===== config.mk =====
export PLATFORM = sky130hd
export DESIGN_NAME = sfp_pin_if
export DESIGN_NICKNAME = d
export VERILOG_FILES = /design/src/sfp_pkg.sv /design/src/sfp_fifo.sv /design/src/sfp_pin_if.sv
export SDC_FILE = /design/constraint.sdc
export NUM_CORES = 1
export LEC_CHECK = 0
export BUFFER_PORTS_ARGS = -buffer_cell sky130_fd_sc_hd__buf_2
export CAP_MARGIN = 0
export CORE_MARGIN = 2
export CORE_UTILIZATION = 55
export CTS_BUF_LIST = sky130_fd_sc_hd__clkbuf_2 sky130_fd_sc_hd__clkbuf_4 sky130_fd_sc_hd__clkbuf_8
export CTS_CLUSTER_SIZE = 40
export DETAILED_ROUTE_END_ITERATION = 7
export PLACE_DENSITY = 0.74
export SLEW_MARGIN = 20
export SYNTH_ARGS = -nofsm -noshare
export SYNTH_HDL_FRONTEND = slang
export SYNTH_SLANG_ARGS = --single-unit
export TNS_END_PERCENT = 10

===== constraint.sdc =====
create_clock -name clk -period 4.7 [get_ports clk]
set_input_delay 0.94 -clock clk [delete_from_list [all_inputs] [get_ports clk]]
set_output_delay 0.94 -clock clk [all_outputs]
set_load 0.01 [all_outputs]

===== src/sfp_pkg.sv =====
// Shared constants and types for the serial flash pin interface
package sfp_pkg;

  // Byte framing
  localparam int          SFP_BYTE_W     = 8;
  localparam logic [3:0]  SFP_BYTE_BITS  = 4'h8;
  localparam logic [7:0]  SFP_BYTE_RST   = 8'h00;

  // Receive FIFO: first-byte flag above the byte
  localparam int          SFP_FIFO_W     = 9;
  localparam int          SFP_FIFO_DEPTH = 16;
  localparam int          SFP_FIRST_BIT  = 8;

  // Synchronised pin vector positions
  localparam int          SFP_PIN_N      = 6;
  localparam int          SFP_PIN_SCK    = 0;
  localparam int          SFP_PIN_SEL    = 1;
  localparam int          SFP_PIN_L0     = 2;
  localparam int          SFP_PIN_L1     = 3;
  localparam int          SFP_PIN_L2     = 4;
  localparam int          SFP_PIN_L3     = 5;
  // Select, lanes and controls idle high, clock idles low
  localparam logic [5:0]  SFP_PIN_RST    = 6'h3e;

  // Lane output enables, active low, all released
  localparam logic [3:0]  SFP_OE_OFF     = 4'hf;

  // Bits moved per clock edge in each lane mode
  localparam logic [3:0]  SFP_W_X1       = 4'h1;
  localparam logic [3:0]  SFP_W_X2       = 4'h2;
  localparam logic [3:0]  SFP_W_X4       = 4'h4;

  typedef enum logic [1:0] {
    SFP_LANE_X1 = 2'h0,
    SFP_LANE_X2 = 2'h1,
    SFP_LANE_X4 = 2'h2
  } sfp_lane_t;

  typedef enum logic [1:0] {
    SFP_ST_UNARMED = 2'h0,
    SFP_ST_DESEL   = 2'h1,
    SFP_ST_ACTIVE  = 2'h2,
    SFP_ST_PAUSED  = 2'h3
  } sfp_state_t;

endpackage


===== src/sfp_fifo.sv =====
// Parameterised flip-flop FIFO with valid/ready on both sides
`timescale 1ns/100ps
module sfp_fifo #(
  parameter int WIDTH = 9,
  parameter int DEPTH = 16
) (
  // Clock and control
  input  wire logic             clk,
  input  wire logic             sys_rst,
  input  wire logic             clk_en,
  // Fill side
  input  wire logic             in_valid,
  output logic                  in_ready,
  input  wire logic [WIDTH-1:0] in_data,
  // Drain side
  output logic                  out_valid,
  input  wire logic             out_ready,
  output logic [WIDTH-1:0]      out_data
);
  localparam int AW = $clog2(DEPTH);

  logic [WIDTH-1:0] mem_q [DEPTH];
  logic [WIDTH-1:0] mem_d [DEPTH];
  logic [AW-1:0]    wr_q, wr_d, rd_q, rd_d;
  logic [AW:0]      cnt_q, cnt_d;
  logic             push, pop;

  assign in_ready  = (cnt_q != DEPTH[AW:0]);
  assign out_valid = (cnt_q != '0);
  assign out_data  = mem_q[rd_q];
  assign push      = in_valid & in_ready;
  assign pop       = out_valid & out_ready;

  always_comb begin
    mem_d = mem_q;
    wr_d  = wr_q;
    rd_d  = rd_q;
    cnt_d = cnt_q;
    if (push) begin
      mem_d[wr_q] = in_data;
      wr_d        = wr_q + 1'b1;
    end
    if (pop) begin
      rd_d = rd_q + 1'b1;
    end
    if (push && !pop) begin
      cnt_d = cnt_q + 1'b1;
    end else if (pop && !push) begin
      cnt_d = cnt_q - 1'b1;
    end
  end

  always_ff @(posedge clk) begin
    if (sys_rst) begin
      wr_q  <= '0;
      rd_q  <= '0;
      cnt_q <= '0;
      for (int i = 0; i < DEPTH; i++) begin
        mem_q[i] <= '0;
      end
    end else if (clk_en) begin
      wr_q  <= wr_d;
      rd_q  <= rd_d;
      cnt_q <= cnt_d;
      mem_q <= mem_d;
    end
  end

endmodule


===== src/sfp_pin_if.sv =====
// Device-side pin interface of a serial flash: byte link, pause, guard
`timescale 1ns/100ps
module sfp_pin_if (
  // Clock, reset, enable
  input  wire logic        clk,
  input  wire logic        sys_rst,
  input  wire logic        clk_en,
  // Serial link pins
  input  wire logic        sck,
  input  wire logic        sel_n,
  input  wire logic        serial_in_lane0,
  output logic             serial_in_lane0_drv,
  output logic             serial_in_lane0_oe_n,
  input  wire logic        serial_out_lane1_in,
  output logic             serial_out_lane1,
  output logic             serial_out_lane1_oe_n,
  input  wire logic        write_guard_n_lane2,
  output logic             write_guard_n_lane2_drv,
  output logic             write_guard_n_lane2_oe_n,
  input  wire logic        pause_n_lane3,
  output logic             pause_n_lane3_drv,
  output logic             pause_n_lane3_oe_n,
  // Mode and configuration from the command logic
  input  wire logic [1:0]  lane_mode,
  input  wire logic        quad_cfg,
  input  wire logic        op_busy,
  // Received bytes
  output logic             rx_valid,
  input  wire logic        rx_ready,
  output logic [7:0]       rx_data,
  output logic             rx_first,
  output logic             rx_overrun,
  input  wire logic        rx_overrun_clr,
  // Bytes to send
  input  wire logic        tx_valid,
  input  wire logic [7:0]  tx_data,
  output logic             tx_taken,
  // Write protection check
  input  wire logic        wr_req,
  input  wire logic        wr_in_range,
  input  wire logic [2:0]  protect_range_bits,
  output logic             wr_grant,
  output logic             wr_blocked,
  // Status
  output logic             selected,
  output logic             paused,
  output logic             standby
);

  // Pin synchroniser and filtered levels
  logic [5:0] s1_q, s2_q, s3_q, flt_q, flt_d;
  logic [5:0] pins;

  assign pins = {pause_n_lane3, write_guard_n_lane2, serial_out_lane1_in,
                 serial_in_lane0, sel_n, sck};

  always_comb begin
    flt_d = flt_q;
    for (int i = 0; i < sfp_pkg::SFP_PIN_N; i++) begin
      if (s2_q[i] == s3_q[i]) begin
        flt_d[i] = s3_q[i];
      end
    end
  end

  always_ff @(posedge clk) begin
    if (sys_rst) begin
      s1_q  <= sfp_pkg::SFP_PIN_RST;
      s2_q  <= sfp_pkg::SFP_PIN_RST;
      s3_q  <= sfp_pkg::SFP_PIN_RST;
      flt_q <= sfp_pkg::SFP_PIN_RST;
    end else if (clk_en) begin
      s1_q  <= pins;
      s2_q  <= s1_q;
      s3_q  <= s2_q;
      flt_q <= flt_d;
    end
  end

  // Link state and shift paths
  sfp_pkg::sfp_state_t st_q, st_d;
  logic [7:0] in_sr_q, in_sr_d, out_sr_q, out_sr_d, shifted;
  logic [3:0] in_cnt_q, in_cnt_d, out_cnt_q, out_cnt_d, w;
  logic       first_q, first_d, drv_q, drv_d, taken_d;
  logic [3:0] lane_q, lane_d, oe_n_q, oe_n_d, used;
  logic       sck_rise, sck_fall, sel_fall, sel_hi, pins_func, pause_on, act;
  logic       push, fifo_ready, overrun_q, overrun_d;

  assign sck_rise = flt_d[sfp_pkg::SFP_PIN_SCK] & ~flt_q[sfp_pkg::SFP_PIN_SCK];
  assign sck_fall = ~flt_d[sfp_pkg::SFP_PIN_SCK] & flt_q[sfp_pkg::SFP_PIN_SCK];
  assign sel_fall = ~flt_d[sfp_pkg::SFP_PIN_SEL] & flt_q[sfp_pkg::SFP_PIN_SEL];
  assign sel_hi   = flt_d[sfp_pkg::SFP_PIN_SEL];

  assign pins_func = ~quad_cfg & (lane_mode != sfp_pkg::SFP_LANE_X4);
  assign pause_on  = pins_func & ~flt_d[sfp_pkg::SFP_PIN_L3] & ~sel_hi;
  assign act       = (st_q == sfp_pkg::SFP_ST_ACTIVE) & ~sel_hi & ~pause_on;

  always_comb begin
    case (lane_mode)
      sfp_pkg::SFP_LANE_X2: begin
        w    = sfp_pkg::SFP_W_X2;
        used = 4'h3;
      end
      sfp_pkg::SFP_LANE_X4: begin
        w    = sfp_pkg::SFP_W_X4;
        used = 4'hf;
      end
      default: begin
        w    = sfp_pkg::SFP_W_X1;
        used = 4'h2;
      end
    endcase
  end

  always_comb begin
    st_d = st_q;
    case (st_q)
      // nothing accepted before first select fall
      sfp_pkg::SFP_ST_UNARMED: begin
        if (sel_fall) begin
          st_d = sfp_pkg::SFP_ST_ACTIVE;
        end
      end
      sfp_pkg::SFP_ST_DESEL: begin
        if (sel_fall) begin
          st_d = sfp_pkg::SFP_ST_ACTIVE;
        end
      end
      sfp_pkg::SFP_ST_ACTIVE: begin
        if (sel_hi) begin
          st_d = sfp_pkg::SFP_ST_DESEL;
        end else if (pause_on) begin
          st_d = sfp_pkg::SFP_ST_PAUSED;
        end
      end
      sfp_pkg::SFP_ST_PAUSED: begin
        if (sel_hi) begin
          st_d = sfp_pkg::SFP_ST_DESEL;
        end else if (!pause_on) begin
          st_d = sfp_pkg::SFP_ST_ACTIVE;
        end
      end
      default: begin
        st_d = sfp_pkg::SFP_ST_UNARMED;
      end
    endcase
  end

  // Receive path
  always_comb begin
    in_sr_d  = in_sr_q;
    in_cnt_d = in_cnt_q;
    first_d  = first_q;
    push     = 1'b0;
    if (sel_hi) begin
      // partial byte dropped, next byte is a command
      in_cnt_d = '0;
      first_d  = 1'b1;
    end else if (act && sck_rise && !(drv_q && lane_mode != sfp_pkg::SFP_LANE_X1)) begin
      case (lane_mode)
        // lane 0 plus lane 1 inputs
        sfp_pkg::SFP_LANE_X2: in_sr_d = {in_sr_q[5:0], flt_d[sfp_pkg::SFP_PIN_L1],
                                         flt_d[sfp_pkg::SFP_PIN_L0]};
        sfp_pkg::SFP_LANE_X4: in_sr_d = {in_sr_q[3:0], flt_d[sfp_pkg::SFP_PIN_L3],
                                         flt_d[sfp_pkg::SFP_PIN_L2],
                                         flt_d[sfp_pkg::SFP_PIN_L1],
                                         flt_d[sfp_pkg::SFP_PIN_L0]};
        default:              in_sr_d = {in_sr_q[6:0], flt_d[sfp_pkg::SFP_PIN_L0]};
      endcase
      in_cnt_d = in_cnt_q + w;
      if (in_cnt_d == sfp_pkg::SFP_BYTE_BITS) begin
        push     = 1'b1;
        in_cnt_d = '0;
        first_d  = 1'b0;
      end
    end
  end

  // Drop a byte rather than stall the host; flag it sticky, set wins
  assign overrun_d = (push & ~fifo_ready) | (overrun_q & ~rx_overrun_clr);

  // Transmit path
  always_comb begin
    out_sr_d  = out_sr_q;
    out_cnt_d = out_cnt_q;
    drv_d     = drv_q;
    lane_d    = lane_q;
    taken_d   = 1'b0;
    shifted   = out_sr_q << w;
    if (sel_hi) begin
      drv_d     = 1'b0;
      out_cnt_d = '0;
    // new bits only after a falling edge
    end else if (act && sck_fall) begin
      if (out_cnt_q != '0) begin
        out_sr_d  = shifted;
        out_cnt_d = out_cnt_q - w;
      end else if (tx_valid) begin
        out_sr_d  = tx_data;
        out_cnt_d = sfp_pkg::SFP_BYTE_BITS - w;
        drv_d     = 1'b1;
        taken_d   = 1'b1;
      end else begin
        drv_d = 1'b0;
      end
      case (lane_mode)
        // dual lanes, high bit on lane 1
        sfp_pkg::SFP_LANE_X2: lane_d = {2'h0, out_sr_d[7:6]};
        sfp_pkg::SFP_LANE_X4: lane_d = out_sr_d[7:4];
        default:              lane_d = {2'h0, out_sr_d[7], 1'b0};
      endcase
    end
  end

  // release every lane unless actively sending
  assign oe_n_d = (drv_d && st_d == sfp_pkg::SFP_ST_ACTIVE) ? ~used : sfp_pkg::SFP_OE_OFF;

  always_ff @(posedge clk) begin
    if (sys_rst) begin
      st_q      <= sfp_pkg::SFP_ST_UNARMED;
      in_sr_q   <= sfp_pkg::SFP_BYTE_RST;
      in_cnt_q  <= '0;
      first_q   <= 1'b1;
      out_sr_q  <= sfp_pkg::SFP_BYTE_RST;
      out_cnt_q <= '0;
      drv_q     <= 1'b0;
      lane_q    <= '0;
      oe_n_q    <= sfp_pkg::SFP_OE_OFF;
      tx_taken  <= 1'b0;
      overrun_q <= 1'b0;
    end else if (clk_en) begin
      st_q      <= st_d;
      in_sr_q   <= in_sr_d;
      in_cnt_q  <= in_cnt_d;
      first_q   <= first_d;
      out_sr_q  <= out_sr_d;
      out_cnt_q <= out_cnt_d;
      drv_q     <= drv_d;
      lane_q    <= lane_d;
      oe_n_q    <= oe_n_d;
      tx_taken  <= taken_d;
      overrun_q <= overrun_d;
    end
  end

  assign serial_in_lane0_drv      = lane_q[0];
  assign serial_out_lane1         = lane_q[1];
  assign write_guard_n_lane2_drv  = lane_q[2];
  assign pause_n_lane3_drv        = lane_q[3];
  assign serial_in_lane0_oe_n     = oe_n_q[0];
  assign serial_out_lane1_oe_n    = oe_n_q[1];
  assign write_guard_n_lane2_oe_n = oe_n_q[2];
  assign pause_n_lane3_oe_n       = oe_n_q[3];
  assign rx_overrun               = overrun_q;

  // Receive FIFO and registered output stage
  logic                         f_valid, f_pop;
  logic [sfp_pkg::SFP_FIFO_W-1:0] f_data;

  sfp_fifo #(
    .WIDTH (sfp_pkg::SFP_FIFO_W),
    .DEPTH (sfp_pkg::SFP_FIFO_DEPTH)
  ) u_rx_fifo (
    .clk       (clk),
    .sys_rst   (sys_rst),
    .clk_en    (clk_en),
    .in_valid  (push),
    .in_ready  (fifo_ready),
    .in_data   ({first_q, in_sr_d}),
    .out_valid (f_valid),
    .out_ready (f_pop),
    .out_data  (f_data)
  );

  assign f_pop = f_valid & (~rx_valid | rx_ready);

  // Status and write check
  logic rxv_d, grant_d, block_d, guard_hit;

  assign rxv_d     = f_pop | (rx_valid & ~rx_ready);
  // guard works only in its control role
  assign guard_hit = pins_func & ~flt_q[sfp_pkg::SFP_PIN_L2] & wr_in_range &
                     (protect_range_bits != 3'h0);
  assign block_d   = wr_req & guard_hit;
  assign grant_d   = wr_req & ~guard_hit;

  always_ff @(posedge clk) begin
    if (sys_rst) begin
      rx_valid   <= 1'b0;
      rx_data    <= sfp_pkg::SFP_BYTE_RST;
      rx_first   <= 1'b0;
      wr_grant   <= 1'b0;
      wr_blocked <= 1'b0;
      selected   <= 1'b0;
      paused     <= 1'b0;
      standby    <= 1'b1;
    end else if (clk_en) begin
      rx_valid   <= rxv_d;
      if (f_pop) begin
        rx_data  <= f_data[7:0];
        rx_first <= f_data[sfp_pkg::SFP_FIRST_BIT];
      end
      wr_grant   <= grant_d;
      wr_blocked <= block_d;
      selected   <= (st_d == sfp_pkg::SFP_ST_ACTIVE) | (st_d == sfp_pkg::SFP_ST_PAUSED);
      paused     <= (st_d == sfp_pkg::SFP_ST_PAUSED);
      // standby needs idle array as well
      standby    <= sel_hi & ~op_busy;
    end
  end

endmodule


Yosys cells after proc, flatten, opt, wreduce, memory -nomap -nowiden. Index checks and enable logic that the tools add are counted.

Add/sub/neg operators: 7. $lt $le $gt $ge: 3. Equality and inequality tests: 16. Shift-type cells: 1. Multiplexer cells: 49. Bitwise logic cells: 40. Reductions and logical operators: 32.

Operators by type and width (count): $bwmux W144 (1); $bmux W9 S4 (1); $demux W9 S4 (1); $mux W4 (8); $mux W8 (4); $mux W9 (3); $and A1 B1 Y1 (20); $mux W1 (19); $pmux W4 S2 (2); $pmux W8 S2 (1); $not A1 Y1 (13); $reduce_bool A2 Y1 (6); $eq A2 B2 Y1 const B (5); $ge A5 B5 Y1 const B (2); $mux W2 (5); $mux W5 (2); $not A4 Y5 (2); $reduce_and A2 Y1 (5); $reduce_and A3 Y1 (3); $add A4 B1 Y4 const B (2); $logic_and A1 B1 Y1 (8); $shl A8 B4 Y8 (1); $eq A1 B1 Y1 (6); $pmux W2 S3 (1); 20 further kinds (27).

Flip-flop bits (word level): 234. Logic and storage cells: 191.

Logic depth before layout (Yosys ltp).
Depth in word-level cells: 16. Depth in mapped cells: 20. Mapped depth without buffers: 18.

By module. Synthesis repeated with hierarchy kept, for this count alone.

Cells, all modules: 1133. Area, all modules: 11051.8 um^2.

Modules (own cells, without submodules): sfp_fifo (times used 1, cells an instance 664, area each 7114.3 um^2); sfp_pin_if (times used 1, cells an instance 469, area each 3937.5 um^2).

Least setup slack after synthesis. No wires, ideal clock.

Kind: input-to-reg. Start point: input port lane_mode[0]. End point: register u_rx_fifo.cnt_q[4]. Setup time: 0.128 ns. Arrival time: 4.614 ns. Data required time: 4.572 ns. Slack: -0.042 ns. Stages: 20. Buffers on the path: 2. Path through: inv_1 ha_1 clkbuf_1 inv_1 ha_1 ha_1 nor3b_1 mux2_2 buf_1 o21ai_0 nor2_1 ha_1 inv_1 fa_1 a21o_1 a21oi_1 xnor2_1 nand2_1 xor2_1 nor2_1.

Word-level cells in the longest chain between the ends: 15.

Ends and longest elaborated chain: start, declared (RTL line sfp_pin_if.sv:24) `input wire logic [1:0] lane_mode,`; branches (longest 8 deep; another with $add A4 B4 Y4); $mux W1 (*) (RTL line sfp_pin_if.sv:159) `end else if (act && sck_rise && !(drv_q && lane_mode != sfp_pkg::SFP_LANE_X1)) begin`; $mux W1 (*) (RTL line sfp_pin_if.sv:155) `if (sel_hi) begin`; $and A1 B1 Y1 (*) (RTL line sfp_fifo.sv:31) `assign push = in_valid & in_ready;`; $logic_not A1 Y1 (RTL line sfp_fifo.sv:48) `end else if (pop && !push) begin`; $logic_and A1 B1 Y1 (RTL line sfp_fifo.sv:48); $reduce_bool A2 Y1 (no source line); $reduce_and A2 Y1 (no source line); end signal, assigned (RTL line sfp_fifo.sv:64) `cnt_q <= cnt_d;`; end, declared (RTL line sfp_fifo.sv:25) `logic [AW:0] cnt_q, cnt_d;`.

Mark *: on every way between the ends. A chain may end at the register's enable or synchronous reset.

Worst setup path in the final report. Same ends and word-level chain as after synthesis.

==> impl_metrics.json <==
{
  "finClkSkew_ps": 24.7,
  "finish.net_count": 1246,
  "floorplan.rows": 52,
  "synthCells": 1174,
  "synthFlopType": "dfxtp_1",
  "dp_worst_setup_slack_ps": 401,
  "clk_transition_reported_paths_ps": 60,
  "routed-via-count": 8722,
  "post-cts-setup-buffer-count": 0,
  "layout-drive-gt1-share_pct": 19.2,
  "numCtsBuffers": 40,
  "worst_path_largest_cell_delay_ps": 470,
  "hpwlAfterDp_mm": 16.5,
  "worst-endpoint-arrival_ps": 4170,
  "grt_pass1_wl_mm": 42.7,
  "ys_async_sr_fraction_pct": 0,
  "drt.antenna.violating_nets": 0,
  "vias_in_the_first_global_route": 8321,
  "ys_types": 62,
  "p_per_area_nw_per_um2": 341,
  "cts_hold_buffers": 0,
  "per_cell_routed_wire_length_um": 17.6,
  "vertical_die_dimension_um": 147,
  "timing.critical_path.cells": "buf_2, inv_1, ha_1, inv_1, ha_1, ha_1, nor3b_1, mux2_2, o21ai_0, nor2_1, ha_1, inv_1, fa_1, a21o_1, a21oi_1, xnor2_1, nand2_1, xor2_1, nor2_1",
  "post-route-min-period_ps": 3770,
  "netlist_top_cells_area": "dfxtp_1, mux2i_1, mux4_2",
  "ys.warnings.count": 0,
  "drt-initial-drc-count": 836,
  "critical_path.most_common_cell": "ha_1",
  "first_pass_iters": 5,
  "path_buf_inv": 4,
  "die_area_um2": 21500,
  "gp_congestion": 0.828,
  "static-leakage-power_nw": 4.41,
  "clkSinkCount": 233,
  "worst-path-max-fanout": 5,
  "relSlewSlack_pct": 27.7,
  "cts.repair.resized": 0,
  "fp.coreArea_um2": 20100,
  "antennaDiodeCount": 0,
  "seq_area_frac_synth_pct": 41.7,
  "critical_path_required_ps": 5110,
  "yosys.area.top_type": "dfxtp_1",
  "clock_tree_from_tritoncts": "done",
  "worst_skew_pair.late_latency_ps": 550,
  "h_tree_level_count": 2,
  "status": "finished clean",
  "design_power_total_mw": 4.27,
  "yosysMostFrequentCell": "dfxtp_1",
  "routed_wl_mm": 26.3,
  "initial_antenna_violation_count": 0,
  "period_share_pct": 80.2,
  "critical_path.slowest_cell": "fa_1",
  "drc": 0,
  "final-setup-viol-count": 0,
  "grt_start_max_net_pins": 123,
  "via_per_inst": 5.84,
  "vdd_drop_max_mv": 0.215,
  "hold_path_class": "flip-flop to flip-flop",
  "setup_repair_after_global_routing_missed_its_margin": "no",
  "worst_setup_path_start_kind": "primary input",
  "ctsRootBufferMaster": "clkbuf_8",
  "globalRouteTotalUtil_pct": 24.4,
  "critPathKind": "primary input to flip-flop",
  "fp.dieW_um": 147,
  "max_fclk_mhz": 265,
  "floorplan.io_pins": 54,
  "synth_edf_count": 0,
  "global_route.overflow_total": 0,
  "setup_tns_ps": 0,
  "finalHoldViolations": 0,
  "area_growth_pct": 12.0,
  "post_synthesis_instance_area_um2": 11200,
  "netlist_top_cells_count": "dfxtp_1, nor2_1, mux2i_1",
  "postSynthNetCount": 1223,
  "finalMaxSlewViolations": 0,
  "worst_slack_ps": 932,
  "tightest_slew_ps": 1080,
  "synth_seq_cells": 233,
  "initial_utilization_pct": 55.6,
  "drv_cap": 0,
  "fraction_of_post_synthesis_cell_area_in_the_top_cell_type_by_area_pct": 41.7,
  "end_kind": "flip-flop",
  "syn-mean-instance-area_um2": 9.52,
  "worst_path_top_cell_family_by_delay": "adder cells",
  "placement.io_buffers": 53,
  "clock_tree.buffer_depth": 3
}
==> layout make-up <==
cell class / count / area [µm²]
Tap cell: 270 / 338
Sequential cell: 233 / 4670
Multi-Input combinational cell: 817 / 6080
Timing Repair Buffer: 83 / 509
Inverter: 22 / 82.6
Clock buffer: 64 / 781
Clock inverter: 5 / 62.6
Fill cell: 1608 / 7590
==> layer usage <==
layer | GRT usage (%) | share of wire [%] | vias up
met3 | 4.06 | 5.4 | 40
met4 | 6.94 | 2.0 | 0
met2 | 39.8 | 47 | 247
li1 | - | - | 4232
met1 | 33.9 | 46 | 4203
met5 | 0 | 0 | -
==> state kept, by name, indices dropped and copies added (netlist names), 2 cells and up <==
signal / cells
s2_q: 6
s1_q: 6
lane_q: 4
in_sr_q: 8
rx_data: 8
oe_n_q: 3
s3_q: 6
u_rx_fifo.cnt_q: 5
u_rx_fifo.wr_q: 4
u_rx_fifo.rd_q: 4
st_q: 2
out_cnt_q: 4
out_sr_q: 8
in_cnt_q: 4
u_rx_fifo.mem_q: 144
flt_q: 6
==> stage by stage <==
| stage | std cells | utilization (%) | hold WS (ps) | cell area, µm² |
|---|---|---|---|---|
| floorplan | 1174 | - | 431 | 11200 |
| global placement | 1425 | 58.1 | 439 | 11700 |
| detailed placement | 1425 | 58.1 | 446 | 11700 |
| CTS | 1494 | 62.3 | 454 | 12500 |
| global route | 1494 | 62.3 | 480 | 12500 |
| finish | 1494 | 62.3 | 451 | 12500 |
==> power breakdown <==
part	internal [mW]	switching (mW)
combinational	0.124	0.187
sequential	2.00	0.0337
clock	1.11	0.816
total	3.23	1.04
==> worst paths after layout <==
kind              slack, ps                 end         start  cells after the start
hold reg to reg         450          rx_data[2]    rx_data[2]                      2
hold / removal          450          rx_data[2]    rx_data[2]                      2
setup reg to reg       1450  u_rx_fifo.cnt_q[4]   in_cnt_q[2]                     14
setup / recovery        930  u_rx_fifo.cnt_q[4]  lane_mode[0]                     19
==> kinds of logic after synthesis <==
kind of cell / after synthesis / synth area share, %
and+or+nand+nor: 406 / 16.8
DFF: 233 / 41.7
muxes: 195 / 23.0
AOI/OAI and AO/OA: 178 / 10.1
buffers and inverters: 124 / 4.67
adders and majority gates: 24 / 2.68
xor gates and xnor gates: 14 / 1.10
==> placed cells by master, fill, tap and decap left out, types with 7 or more instances in the layout <==
master / netlist / final
nor2b_1: 15 / 15
mux4_2: 48 / 48
a211oi_1: 7 / 7
nor3_1: 55 / 55
nand3_1: 18 / 18
nand2b_1: 7 / 7
xnor2_1: 9 / 9
mux2i_1: 136 / 136
o21ai_0: 21 / 21
ha_1: 19 / 19
mux2_2: 10 / 10
a211o_1: 15 / 15
a31oi_1: 7 / 7
clkbuf_8: 0 / 48
inv_1: 22 / 22
buf_2: 24 / 52
buf_4: 1 / 29
clkbuf_4: 0 / 16
nand2_1: 66 / 66
dfxtp_1: 233 / 231
and2_1: 8 / 8
nor4_2: 0 / 13
a21oi_1: 85 / 85
nor2_1: 185 / 185
nand4_1: 14 / 14
==> worst reg2reg max path, delay by kind of cell, from the launching register on <==
kind | cells | cell delay, ps
adder cells (fa/ha/maj) | 3 | 1010
AO/OA/AOI/OAI | 4 | 830
AND/OR/NAND/NOR | 4 | 560
flip-flops | 1 | 320
XOR/XNOR | 2 | 280
buffers and inverters | 1 | 110
No activity file was read; power rests on OpenSTA's default activity.
